### src/rtl/frpe_pkg.sv
package frpe_pkg;

    // ==============================================================
    // Bus and map geometry
    // ==============================================================
    localparam int unsigned AV_ADDR_W = 18;
    localparam int unsigned AV_DATA_W = 32;
    localparam int unsigned MAP_ADDR_W = 16;
    localparam int unsigned BYTE_W = 8;

    // Register indices; byte address on the bus is four times these
    localparam logic [15:0] IDX_CTRL = 16'hFE08;
    localparam logic [15:0] IDX_STAT = 16'hFE0A;
    localparam logic [15:0] IDX_PROT = 16'hFF81;

    // ==============================================================
    // Control register fields
    // ==============================================================
    localparam int unsigned CTRL_PGM_BIT = 0;
    localparam int unsigned CTRL_ERASE_BIT = 1;
    localparam int unsigned CTRL_MASS_BIT = 2;
    localparam int unsigned CTRL_HIGH_VOLTAGE_ENABLE_BIT = 3;
    localparam logic [7:0] CTRL_RESET = 8'h00;

    // Status register fields
    localparam int unsigned STAT_ROWFAIL_BIT = 0;
    localparam int unsigned STAT_REFUSED_BIT = 1;
    localparam int unsigned STAT_ARMED_BIT = 2;
    localparam int unsigned STAT_STANDBY_BIT = 3;

    // ==============================================================
    // Array geometry
    // ==============================================================
    localparam logic [15:0] ROW_MASK = 16'hFFC0;
    localparam logic [15:0] PAGE_MASK = 16'hFF80;
    localparam logic [15:0] LOW_START = 16'h0450;
    localparam logic [15:0] LOW_END = 16'h05FF;
    localparam logic [15:0] MAIN_START = 16'h0E00;
    localparam logic [15:0] MAIN_END = 16'h7FFF;
    localparam logic [7:0] PROT_NONE = 8'hFF;
    localparam logic [7:0] ERASED_BYTE = 8'hFF;

    // Sequence of a program or erase operation
    typedef enum logic [2:0] {
        FRPE_IDLE,
        FRPE_SELECTED,
        FRPE_PROT_SEEN,
        FRPE_ARMED,
        FRPE_HIGH_VOLT
    } frpe_seq_t;

    // Location belongs to the second array
    function automatic logic frpe_in_array(input logic [15:0] a);
        frpe_in_array = ((a >= LOW_START) && (a <= LOW_END)) ||
            ((a >= MAIN_START) && (a <= MAIN_END));
    endfunction

    // Two locations fall in the same 64-byte row
    function automatic logic frpe_same_row(input logic [15:0] a, input logic [15:0] b);
        frpe_same_row = ((a & ROW_MASK) == (b & ROW_MASK));
    endfunction

endpackage

### src/rtl/frpe_avmm_slave.sv
`timescale 1ns/10ps
`default_nettype none
module frpe_avmm_slave (
    // Clock and reset
    input wire logic clock,
    input wire logic arst_n,
    // Avalon-MM request
    input wire logic avs_read,
    input wire logic avs_write,
    input wire logic [7:0] rd_byte,
    // Avalon-MM answer
    output logic avs_waitrequest,
    output logic [31:0] avs_readdata,
    // Access complete this edge
    output logic rd_done,
    output logic wr_done
);
    import frpe_pkg::*;

    // ==============================================================
    // One wait state per access
    // ==============================================================
    logic wait_q;
    logic [31:0] rdata_q;

    // Drop waitrequest for exactly one cycle after a request is seen
    always_ff @(posedge clock or negedge arst_n)
    begin
        if (!arst_n)
            wait_q <= 1'b1;
        else
            wait_q <= !((avs_read || avs_write) && wait_q);
    end

    // Read data captured while waiting so it stands at the done edge
    always_ff @(posedge clock or negedge arst_n)
    begin
        if (!arst_n)
            rdata_q <= 32'h0000_0000;
        else if (avs_read && wait_q)
            rdata_q <= {24'h00_0000, rd_byte};
    end

    assign avs_waitrequest = wait_q;
    assign avs_readdata = rdata_q;
    assign rd_done = avs_read && !wait_q;
    assign wr_done = avs_write && !wait_q;

endmodule
`default_nettype wire

### src/rtl/frpe_ctrl.sv
// The Avalon-MM interface to the registers was left to the implementer.
`timescale 1ns/10ps
`default_nettype none
module frpe_ctrl (
    // Clock and reset
    input wire logic clock,
    input wire logic arst_n,
    // Avalon-MM slave
    input wire logic [frpe_pkg::AV_ADDR_W-1:0] avs_address,
    input wire logic avs_read,
    input wire logic avs_write,
    input wire logic [frpe_pkg::AV_DATA_W-1:0] avs_writedata,
    input wire logic [3:0] avs_byteenable,
    output logic [frpe_pkg::AV_DATA_W-1:0] avs_readdata,
    output logic avs_waitrequest,
    // Core low-power modes
    input wire logic wait_mode,
    input wire logic stop_mode,
    // Protect start byte stored in the first array
    input wire logic [7:0] prot_byte,
    // Array read data
    input wire logic [7:0] arr_rdata,
    // Array control
    output logic arr_program,
    output logic arr_erase,
    output logic arr_mass,
    output logic [15:0] arr_addr,
    output logic [7:0] arr_wdata,
    output logic arr_latch,
    output logic arr_standby,
    output logic pump_on,
    output logic hv_to_array
);
    import frpe_pkg::*;

    // ==============================================================
    // Bus decode
    // ==============================================================
    logic rd_done;
    logic wr_done;
    logic [7:0] rd_byte;
    logic [15:0] idx;
    logic [7:0] wbyte;
    logic wr_lane;
    logic hit_ctrl;
    logic hit_stat;
    logic hit_prot;
    logic hit_array;

    // Register index is the word address; only the low lane carries data
    assign idx = avs_address[AV_ADDR_W-1:2];
    assign wbyte = avs_writedata[7:0];
    assign wr_lane = wr_done && avs_byteenable[0];
    assign hit_ctrl = (idx == IDX_CTRL);
    assign hit_stat = (idx == IDX_STAT);
    assign hit_prot = (idx == IDX_PROT);
    assign hit_array = frpe_in_array(idx);

    frpe_avmm_slave u_bus (
        .clock(clock),
        .arst_n(arst_n),
        .avs_read(avs_read),
        .avs_write(avs_write),
        .rd_byte(rd_byte),
        .avs_waitrequest(avs_waitrequest),
        .avs_readdata(avs_readdata),
        .rd_done(rd_done),
        .wr_done(wr_done)
    );

    // ==============================================================
    // State
    // ==============================================================
    frpe_seq_t seq_q;
    frpe_seq_t seq_d;
    logic pgm_q;
    logic erase_q;
    logic mass_q;
    logic high_voltage_enable_q;
    logic rowfail_q;
    logic refused_q;
    logic standby_q;
    logic [15:0] target_q;
    logic [7:0] wdata_q;
    logic latch_q;
    logic prot_hit;
    logic low_power;
    logic busy;
    logic ctrl_wr;
    logic arr_wr;
    logic hv_req;
    logic hv_ok;
    logic row_bad;
    logic row_ok;

    assign low_power = wait_mode || stop_mode;
    assign busy = pgm_q || erase_q || high_voltage_enable_q;
    assign ctrl_wr = wr_lane && hit_ctrl;
    assign arr_wr = wr_lane && hit_array;

    frpe_prot_decode u_prot (
        .prot_byte(prot_byte),
        .target(target_q),
        .mass(erase_q && mass_q),
        .hit(prot_hit)
    );

    // High voltage only from the armed step and outside protection
    assign hv_req = ctrl_wr && wbyte[CTRL_HIGH_VOLTAGE_ENABLE_BIT] && !high_voltage_enable_q;
    assign hv_ok = (seq_q == FRPE_ARMED) && (pgm_q || erase_q) && !prot_hit;

    // Byte writes during high voltage must stay in the latched row
    assign row_ok = arr_wr && (seq_q == FRPE_HIGH_VOLT) && pgm_q &&
        frpe_same_row(idx, target_q);
    assign row_bad = arr_wr && (seq_q == FRPE_HIGH_VOLT) && pgm_q &&
        !frpe_same_row(idx, target_q);

    // ==============================================================
    // Control register bits
    // ==============================================================
    // Select bits interlock against each other
    always_ff @(posedge clock or negedge arst_n)
    begin
        if (!arst_n)
        begin
            pgm_q <= CTRL_RESET[CTRL_PGM_BIT];
            erase_q <= CTRL_RESET[CTRL_ERASE_BIT];
        end
        else if (ctrl_wr && !(wbyte[CTRL_PGM_BIT] && wbyte[CTRL_ERASE_BIT]))
        begin
            pgm_q <= wbyte[CTRL_PGM_BIT] && !erase_q;
            erase_q <= wbyte[CTRL_ERASE_BIT] && !pgm_q;
        end
    end

    // Mass selects the kind of the next erase
    always_ff @(posedge clock or negedge arst_n)
    begin
        if (!arst_n)
            mass_q <= CTRL_RESET[CTRL_MASS_BIT];
        else if (ctrl_wr)
            mass_q <= wbyte[CTRL_MASS_BIT];
    end

    // High voltage: clear always allowed, set only when sequenced
    always_ff @(posedge clock or negedge arst_n)
    begin
        if (!arst_n)
            high_voltage_enable_q <= CTRL_RESET[CTRL_HIGH_VOLTAGE_ENABLE_BIT];
        else if (low_power && busy)
            high_voltage_enable_q <= 1'b0;
        else if (ctrl_wr && !wbyte[CTRL_HIGH_VOLTAGE_ENABLE_BIT])
            high_voltage_enable_q <= 1'b0;
        else if (hv_req && hv_ok)
            high_voltage_enable_q <= 1'b1;
    end

    // ==============================================================
    // Sequence tracking
    // ==============================================================
    // Suspension forces the software to restart from the protect read
    always_comb
    begin
        seq_d = seq_q;
        case (seq_q)
            FRPE_IDLE:
            begin
                if (pgm_q || erase_q)
                    seq_d = FRPE_SELECTED;
            end
            FRPE_SELECTED:
            begin
                if (rd_done && hit_prot)
                    seq_d = FRPE_PROT_SEEN;
            end
            FRPE_PROT_SEEN:
            begin
                if (arr_wr)
                    seq_d = FRPE_ARMED;
            end
            FRPE_ARMED:
            begin
                if (hv_req && hv_ok)
                    seq_d = FRPE_HIGH_VOLT;
            end
            FRPE_HIGH_VOLT:
            begin
                if (!high_voltage_enable_q)
                    seq_d = FRPE_SELECTED;
            end
            default:
            begin
                seq_d = FRPE_IDLE;
            end
        endcase
        if (!pgm_q && !erase_q && !high_voltage_enable_q)
            seq_d = FRPE_IDLE;
        else if (low_power)
            seq_d = FRPE_SELECTED;
    end

    always_ff @(posedge clock or negedge arst_n)
    begin
        if (!arst_n)
            seq_q <= FRPE_IDLE;
        else
            seq_q <= seq_d;
    end

    // Target location: row for program, page for erase
    always_ff @(posedge clock or negedge arst_n)
    begin
        if (!arst_n)
            target_q <= 16'h0000;
        else if (arr_wr && (seq_q == FRPE_PROT_SEEN))
            target_q <= pgm_q ? (idx & ROW_MASK) : (idx & PAGE_MASK);
    end

    // ==============================================================
    // Address and data latch towards the array
    // ==============================================================
    // Latching enabled only while program is selected
    always_ff @(posedge clock or negedge arst_n)
    begin
        if (!arst_n)
        begin
            wdata_q <= 8'h00;
            latch_q <= 1'b0;
        end
        else
        begin
            latch_q <= row_ok && !low_power;
            if (row_ok)
                wdata_q <= wbyte;
        end
    end

    // Address presented to the array follows each accepted byte
    logic [15:0] addr_q;
    always_ff @(posedge clock or negedge arst_n)
    begin
        if (!arst_n)
            addr_q <= 16'h0000;
        else if (row_ok)
            addr_q <= idx;
        else if (arr_wr && (seq_q == FRPE_PROT_SEEN))
            addr_q <= pgm_q ? (idx & ROW_MASK) : (idx & PAGE_MASK);
    end

    // ==============================================================
    // Status flags
    // ==============================================================
    // Sticky; write one clears, a same-cycle event wins over the clear
    always_ff @(posedge clock or negedge arst_n)
    begin
        if (!arst_n)
        begin
            rowfail_q <= 1'b0;
            refused_q <= 1'b0;
        end
        else
        begin
            if (row_bad)
                rowfail_q <= 1'b1;
            else if (wr_lane && hit_stat && wbyte[STAT_ROWFAIL_BIT])
                rowfail_q <= 1'b0;
            if (hv_req && !hv_ok)
                refused_q <= 1'b1;
            else if (wr_lane && hit_stat && wbyte[STAT_REFUSED_BIT])
                refused_q <= 1'b0;
        end
    end

    // A failed row stays failed until program select is dropped
    logic fail_hold_q;
    always_ff @(posedge clock or negedge arst_n)
    begin
        if (!arst_n)
            fail_hold_q <= 1'b0;
        else if (row_bad)
            fail_hold_q <= 1'b1;
        else if (!pgm_q)
            fail_hold_q <= 1'b0;
    end

    // Standby only when low power catches an operation; read mode untouched
    always_ff @(posedge clock or negedge arst_n)
    begin
        if (!arst_n)
            standby_q <= 1'b0;
        else if (low_power && busy)
            standby_q <= 1'b1;
        else if (!low_power)
            standby_q <= 1'b0;
    end

    // ==============================================================
    // Array control outputs
    // ==============================================================
    logic prog_o_q;
    logic erase_o_q;
    logic mass_o_q;
    logic pump_q;
    logic hv_arr_q;

    // Every control held inactive in standby
    always_ff @(posedge clock or negedge arst_n)
    begin
        if (!arst_n)
        begin
            prog_o_q <= 1'b0;
            erase_o_q <= 1'b0;
            mass_o_q <= 1'b0;
            pump_q <= 1'b0;
            hv_arr_q <= 1'b0;
        end
        else if (low_power)
        begin
            prog_o_q <= 1'b0;
            erase_o_q <= 1'b0;
            mass_o_q <= 1'b0;
            pump_q <= 1'b0;
            hv_arr_q <= 1'b0;
        end
        else
        begin
            // A failed row keeps high voltage off the array cells
            prog_o_q <= pgm_q && !fail_hold_q;
            erase_o_q <= erase_q;
            mass_o_q <= erase_q && mass_q;
            pump_q <= high_voltage_enable_q;
            hv_arr_q <= high_voltage_enable_q && !fail_hold_q;
        end
    end

    // ==============================================================
    // Read mux
    // ==============================================================
    // Array data is passed as stored: erased cells give ones
    always_comb
    begin
        if (hit_ctrl)
            rd_byte = {4'h0, high_voltage_enable_q, mass_q, erase_q, pgm_q};
        else if (hit_stat)
            rd_byte = {4'h0, standby_q, (seq_q == FRPE_ARMED), refused_q, rowfail_q};
        else if (hit_prot)
            rd_byte = prot_byte;
        else if (hit_array)
            rd_byte = arr_rdata;
        else
            rd_byte = 8'h00;
    end

    assign arr_program = prog_o_q;
    assign arr_erase = erase_o_q;
    assign arr_mass = mass_o_q;
    assign arr_addr = addr_q;
    assign arr_wdata = wdata_q;
    assign arr_latch = latch_q;
    assign arr_standby = standby_q;
    assign pump_on = pump_q;
    assign hv_to_array = hv_arr_q;

endmodule
`default_nettype wire

### src/rtl/frpe_prot_decode.sv
`timescale 1ns/10ps
`default_nettype none
module frpe_prot_decode (
    // Protect start byte and target
    input wire logic [7:0] prot_byte,
    input wire logic [15:0] target,
    input wire logic mass,
    // Result
    output logic hit
);
    import frpe_pkg::*;

    // ==============================================================
    // Protected range test
    // ==============================================================
    logic [15:0] start;

    // Byte holds address bits 14..7 of the start; range ends at top of array
    assign start = {1'b0, prot_byte, 7'h00};

    // Mass erase touches every page, so any protection at all refuses it
    always_comb
    begin
        if (prot_byte == PROT_NONE)
        begin
            hit = 1'b0;
        end
        else if (mass)
        begin
            hit = 1'b1;
        end
        else
        begin
            hit = (target >= start);
        end
    end

endmodule
`default_nettype wire
### config.mk
export PLATFORM = sky130hd
export DESIGN_NAME = frpe_ctrl
export DESIGN_NICKNAME = d
export VERILOG_FILES = /design/src/rtl/frpe_pkg.sv /design/src/rtl/frpe_avmm_slave.sv /design/src/rtl/frpe_ctrl.sv /design/src/rtl/frpe_prot_decode.sv
export SDC_FILE = /design/constraint.sdc
export NUM_CORES = 1
export LEC_CHECK = 0
export ABC_CLOCK_PERIOD_IN_PS = 4700
export BUFFER_PORTS_ARGS = -buffer_cell sky130_fd_sc_hd__buf_2
export CAP_MARGIN = 15
export CORE_UTILIZATION = 30
export DETAILED_ROUTE_END_ITERATION = 8
export GPL_TIMING_DRIVEN = 0
export PLACE_DENSITY = 0.56
export SLEW_MARGIN = 20
export SYNTH_ARGS = -nofsm -noshare
export SYNTH_HDL_FRONTEND = slang
export SYNTH_SLANG_ARGS = --single-unit
### constraint.sdc
create_clock -name clock -period 4.7 [get_ports clock]
set_input_delay 0.47 -clock clock [delete_from_list [all_inputs] [get_ports clock]]
set_output_delay 0.47 -clock clock [all_outputs]
set_load 0.02 [all_outputs]
* Yosys cells after proc, flatten, opt, wreduce, memory -nomap -nowiden
Cells that the tools add are included.
Storage, ports and cells: bits in registers 66, input bits 76, output and inout bits 64, word-level logic and storage cells 133
Cells by class: $lt $le $gt $ge 5, eq/ne operators 16, multiplexer cells 33, reductions and logical operators 59
Operators with widths (number):
- $eq A16 B16 Y1 const B | 3
- $logic_and A1 B1 Y1 | 36
- $mux W16 | 2
- $mux W8 | 4
- $mux W3 | 7
- $mux W1 | 18
- $ge A16 B11 Y1 const B | 1
- $ge A16 B12 Y1 const B | 1
- $ge A16 B15 Y1 | 1
- $le A16 B11 Y1 const B | 1
- $le A16 B15 Y1 const B | 1
- $ne A4 B4 Y1 const B | 4
- $pmux W3 S5 | 1
- $logic_not A1 Y1 | 12
- $eq A10 B10 Y1 | 1
- $eq A8 B8 Y1 const B | 1
- $mux W7 | 1
- $eq A3 B2 Y1 const B | 2
- $reduce_bool A2 Y1 | 3
- $logic_or A1 B1 Y1 | 5
- $reduce_and A5 Y1 | 1
- $ne A2 B1 Y1 const B | 2
- $ne A4 B3 Y1 const B | 1
- $eq A3 B1 Y1 const B | 1
- 3 further kinds | 3

* Logic depth before layout (Yosys ltp)
depth in word-level cells 11, depth in mapped cells 8, depth with buffers taken out 8

* By module
A second synthesis with hierarchy kept.
Second synthesis, totals: cell total of the unflattened synthesis 295, area, all modules 3288.2 um^2
By module, submodules not included:
- frpe_ctrl | times used 1, cells each 215, area an instance 2508.7 um^2, seq. area each 1276.2 um^2
- frpe_avmm_slave | times used 1, cells each 46, area an instance 534.3 um^2, seq. area each 226.5 um^2
- frpe_prot_decode | times used 1, cells each 34, area an instance 245.2 um^2, seq. area each 0.0 um^2

* Worst setup path after synthesis
OpenSTA, ideal clock, no wires.
kind input -> register, start point input avs_address[8] in the netlist's numbering, end point register seq_q[0], setup time 0.125 ns, arrival 2.176 ns, data required time 4.575 ns, path slack 2.399 ns, cell stages on the path 6, cells stage by stage or4b_4 > nor4_4 > and3_4 > nand4_2 > a21boi_4 > mux2_4
Between the ends: cells in the longest elaborated chain, start to end 7
RTL lines:
- start, declared | RTL line frpe_ctrl.sv:9 | input wire logic [frpe_pkg::AV_ADDR_W-1:0] avs_address,
- parallel branches: the longest is 6 deep, another holds $ge A16 B11 Y1
- $reduce_and A5 Y1 (no source line) (*)
- end signal, assigned | RTL line frpe_ctrl.sv:207 | seq_q <= seq_d;
- end, declared | RTL line frpe_ctrl.sv:74 | frpe_seq_t seq_q;
Every way passes the cells marked *. A chain may end at the register's enable or synchronous reset.

* Final worst setup path
start point input avs_address[13] in the netlist's numbering, end point register addr_q[13] (netlist: arr_addr[13])
Between the ends: cells in the longest elaborated chain, start to end 8
RTL lines:
- $ge A16 B11 Y1 (tied with other cells) | RTL line frpe_pkg.sv:54 | frpe_in_array = ((a >= LOW_START) && (a <= LOW_END)) ||
- $logic_and A1 B1 Y1 (on tied branches) | RTL line frpe_pkg.sv:54, frpe_pkg.sv:55
- $logic_or A1 B1 Y1 | RTL line frpe_pkg.sv:54
- $logic_and A1 B1 Y1 | RTL line frpe_ctrl.sv:99 | assign arr_wr = wr_lane && hit_array;
- $logic_and A1 B1 Y1 (3 in a row) | RTL line frpe_ctrl.sv:113 | assign row_ok = arr_wr && (seq_q == FRPE_HIGH_VOLT) && pgm_q &&
- $mux W16 or $reduce_bool A2 Y1 (tied branches)
- end signal, assigned | RTL line frpe_ctrl.sv:245 | addr_q <= idx;
- end signal, assigned | RTL line frpe_ctrl.sv:247 | addr_q <= pgm_q ? (idx & ROW_MASK) : (idx & PAGE_MASK);
- end, declared | RTL line frpe_ctrl.sv:239 | logic [15:0] addr_q;
Several ways; a longest one is shown, not always the timed one.

==> reports/metrics.yaml <==
worst_setup_path:
  critPathMaxFanout: 10
  arrival_ps: 2720
  critPathLaunch: "avs_address[13]"
  endpoint_kind: "register"
  cp_data_required_time_ps: 4920
  r2r_start: "target_q[6]"
  r2r_slack_ps: 2200
  critPathKind: "in -> reg"
  r2r-end: "arr_addr[13]"
  start_kind: "input port"
  worstRegToRegCells: 8
route:
  viasPerCell: 4.56
  remaining_drc_errors: 0
  ant_nets: 0
  num_vias: 2569
  drt-total-wl_mm: 7.97
  dr.pass1.iters: 4
  wire_per_inst_um: 14.2
  dr.first_iter.drc_count: 94
die:
  die_h_um: 106
  start_util: 0.310
  ioPinCount: 140
  die_x_um: 106
  core_um2: 10400
  dieArea_um2: 11100
  num_rows: 37
cts:
  cts_root_buf: "clkbuf_8"
  cts_resized: 0
  clk_latency_ps: 340
  h-tree-depth: 3
  postCtsHoldBufs: 0
  numCtsBuffers: 9
  cts_setup_buffers: 0
  path_clk_slew_ps: 70
  clkSinkCount: 60
  cts_tree: "yes"
  clockBufferDepth: 2
sta:
  setup_viol: 0
  worst_hold_slack_ps: 57.3
  fin_ws_ps: 2200
  post-route-min-period_ps: 2500
  fin_crit_sh: 0.531
  worst_pin_slew_ps: 989
  tns_ps: 0
  relSlewSlack: 0.335
  clock_skew_ps: 6.96
  rsz0062_at_grt: "no"
  finalMaxSlewViolations: 0
  hold_viol: 0
  max_freq_ghz: 0.401
place:
  pre_cts_ws_ps: 1830
  gp_congestion: 0.815
  hpwlAfterDp_mm: 6.16
  place_inst: 547
  io_buffers: 86
global_route:
  grt_pass1_vias: 2551
  gr-total-overflow: 0
  grt_usage: 0.152
  grt_pass1_wl_mm: 13.1
  antenna_found_initial: 0
  grt_max_degree: 33
power:
  p_leak_nw: 2.17
  vdd_drop_max_v: 0.000126
  total_power_mw: 1.08
  seqPwrFrac: 0.493
  clockPowerShare: 0.374
  switching_share: 0.276
  switchingPower_mw: 0.299
  combPwrFrac: 0.134
  intPower_mw: 0.784
  power.density_nw_per_um2: 264
finish:
  final_cell_mix: "buf_2, dfrtp_1, nand2_1"
  n_antenna_cell: 0
  fillers: 1086
  layout-drive-gt1-share: 0.393
  syn2layout_area_growth_pct: 27.3
  layout_commonest_cell: "buf_2"
  fin_cells: 563
  fin_nets: 506
run_status:
  status: "finished clean"
logic_synthesis:
  ys_warn_count: 0
  synth_edf_count: 0
  yosys.area.top_type: "dfrtp_1"
  synth.top_cell.area_share: 0.459
  synthTopCellsByArea: "dfrtp_1, mux2_2, buf_4"
  syn_inst: 301
  yosysSeqAreaShare: 0.467
  synth_area_um2: 3220
  post_synth.cell_area_avg_um2: 10.7
  synth_ff_type: "dfrtp_1"
  ys_types: 57
  ys_ff_latch: 60
  synth_async_sr_flop_share: 1.00
min_path:
  worst_hold_path_type: "in -> async"
run:
  max_cap_violations: 0
-- power groups by stage --
stage               registers (mW)  clock network (mW)  logic [mW]
global route                 0.535               0.446       0.160
CTS                          0.534               0.425       0.146
detailed placement           0.544                   0       0.146
floorplan                    0.557                   0      0.0663
global placement             0.543                   0       0.142
finish                       0.534               0.405       0.145
-- layout make-up --
| cell class | instances | area [µm²] | area share |
|---|---|---|---|
| Clock buffer | 11 | 141 | 0.0345 |
| Sequential cell | 60 | 1500 | 0.367 |
| Inverter | 13 | 48.8 | 0.0119 |
| Clock inverter | 5 | 27.5 | 0.00672 |
| Timing Repair Buffer | 87 | 453 | 0.111 |
| Buffer | 35 | 228 | 0.0556 |
| Multi-Input combinational cell | 216 | 1530 | 0.372 |
| Tap cell | 136 | 170 | 0.0415 |
-- critical path, cell delays in order --
cell	delay, ps
buf_2	140
nand3_2	130
nor4b_1	250
o21ai_1	210
and4_1	240
buf_2	160
a41oi_2	480
buf_4	290
mux2_2	340
-- logic make-up after synthesis --
kind of cell,Yosys count,synth area share
and+or+nand+nor,91,0.162
DFF,60,0.467
AOI/OAI and AO/OA,55,0.126
buffers and inverters,48,0.0859
muxes,27,0.0964
xor gates and xnor gates,11,0.0299
adders and majority gates,8,0.0311
other,1,0.00117
-- synth_stat cells, types with 2 or more instances --
cell type,number
a21o_1,3
nand3_1,7
o21ai_0,11
and2_1,4
mux2_4,2
o211ai_1,2
nor3_1,2
dfrtp_1,59
xnor2_1,9
buf_2,2
nor3b_1,4
a21oi_1,5
ha_1,8
nor4b_1,3
buf_4,25
inv_1,13
nor2b_1,2
nand4_1,7
nand3b_1,2
a211oi_1,6
xor2_1,2
nor2_1,14
and3_1,2
clkbuf_1,8
mux2_2,24
nor4_1,2
a22oi_1,8
a22o_1,7
nand2_1,29
nand4b_1,2
-- worst max path at each step --
stage	endpoint	slack [ps]	cells after the start
floorplan	seq_q[0]	2400	6
global placement	arr_addr[13]	1840	9
detailed placement	arr_addr[14]	1830	9
CTS	arr_addr[14]	2210	9
global route	arr_addr[14]	2030	9
finish	arr_addr[13]	2200	9
-- metrics by stage --
stage / util / instance area (µm²)
after global placement: 0.377 / 3910
final: 0.395 / 4100
after global routing: 0.395 / 4100
after floorplan: - / 3300
after detailed placement: 0.379 / 3930
after CTS: 0.395 / 4100
-- per-layer routing --
layer  GRT usage  wire length (µm)  vias to the layer above  part of all wire
met5           0                 0                        -                 0
li1            -                 -                     1273                 -
met2       0.250              3870                       75              0.49
met1       0.196              3590                     1214              0.45
met3      0.0451               427                        7             0.054
met4      0.0387                75                        0            0.0094
-- state kept, by name (all words and copies together), names as in the netlist --
signal                 cells
arr_addr                  16
target_q                  10
arr_wdata                  8
u_bus.avs_readdata         8
seq_q                      3
arr_erase                  1
arr_latch                  1
arr_mass                   1
arr_program                1
arr_standby                1
erase_q                    1
fail_hold_q                1
high_voltage_enable_q      1
hv_to_array                1
mass_q                     1
pgm_q                      1
pump_on                    1
refused_q                  1
rowfail_q                  1
u_bus.avs_waitrequest      1
No activity file was read; power rests on OpenSTA's default activity.
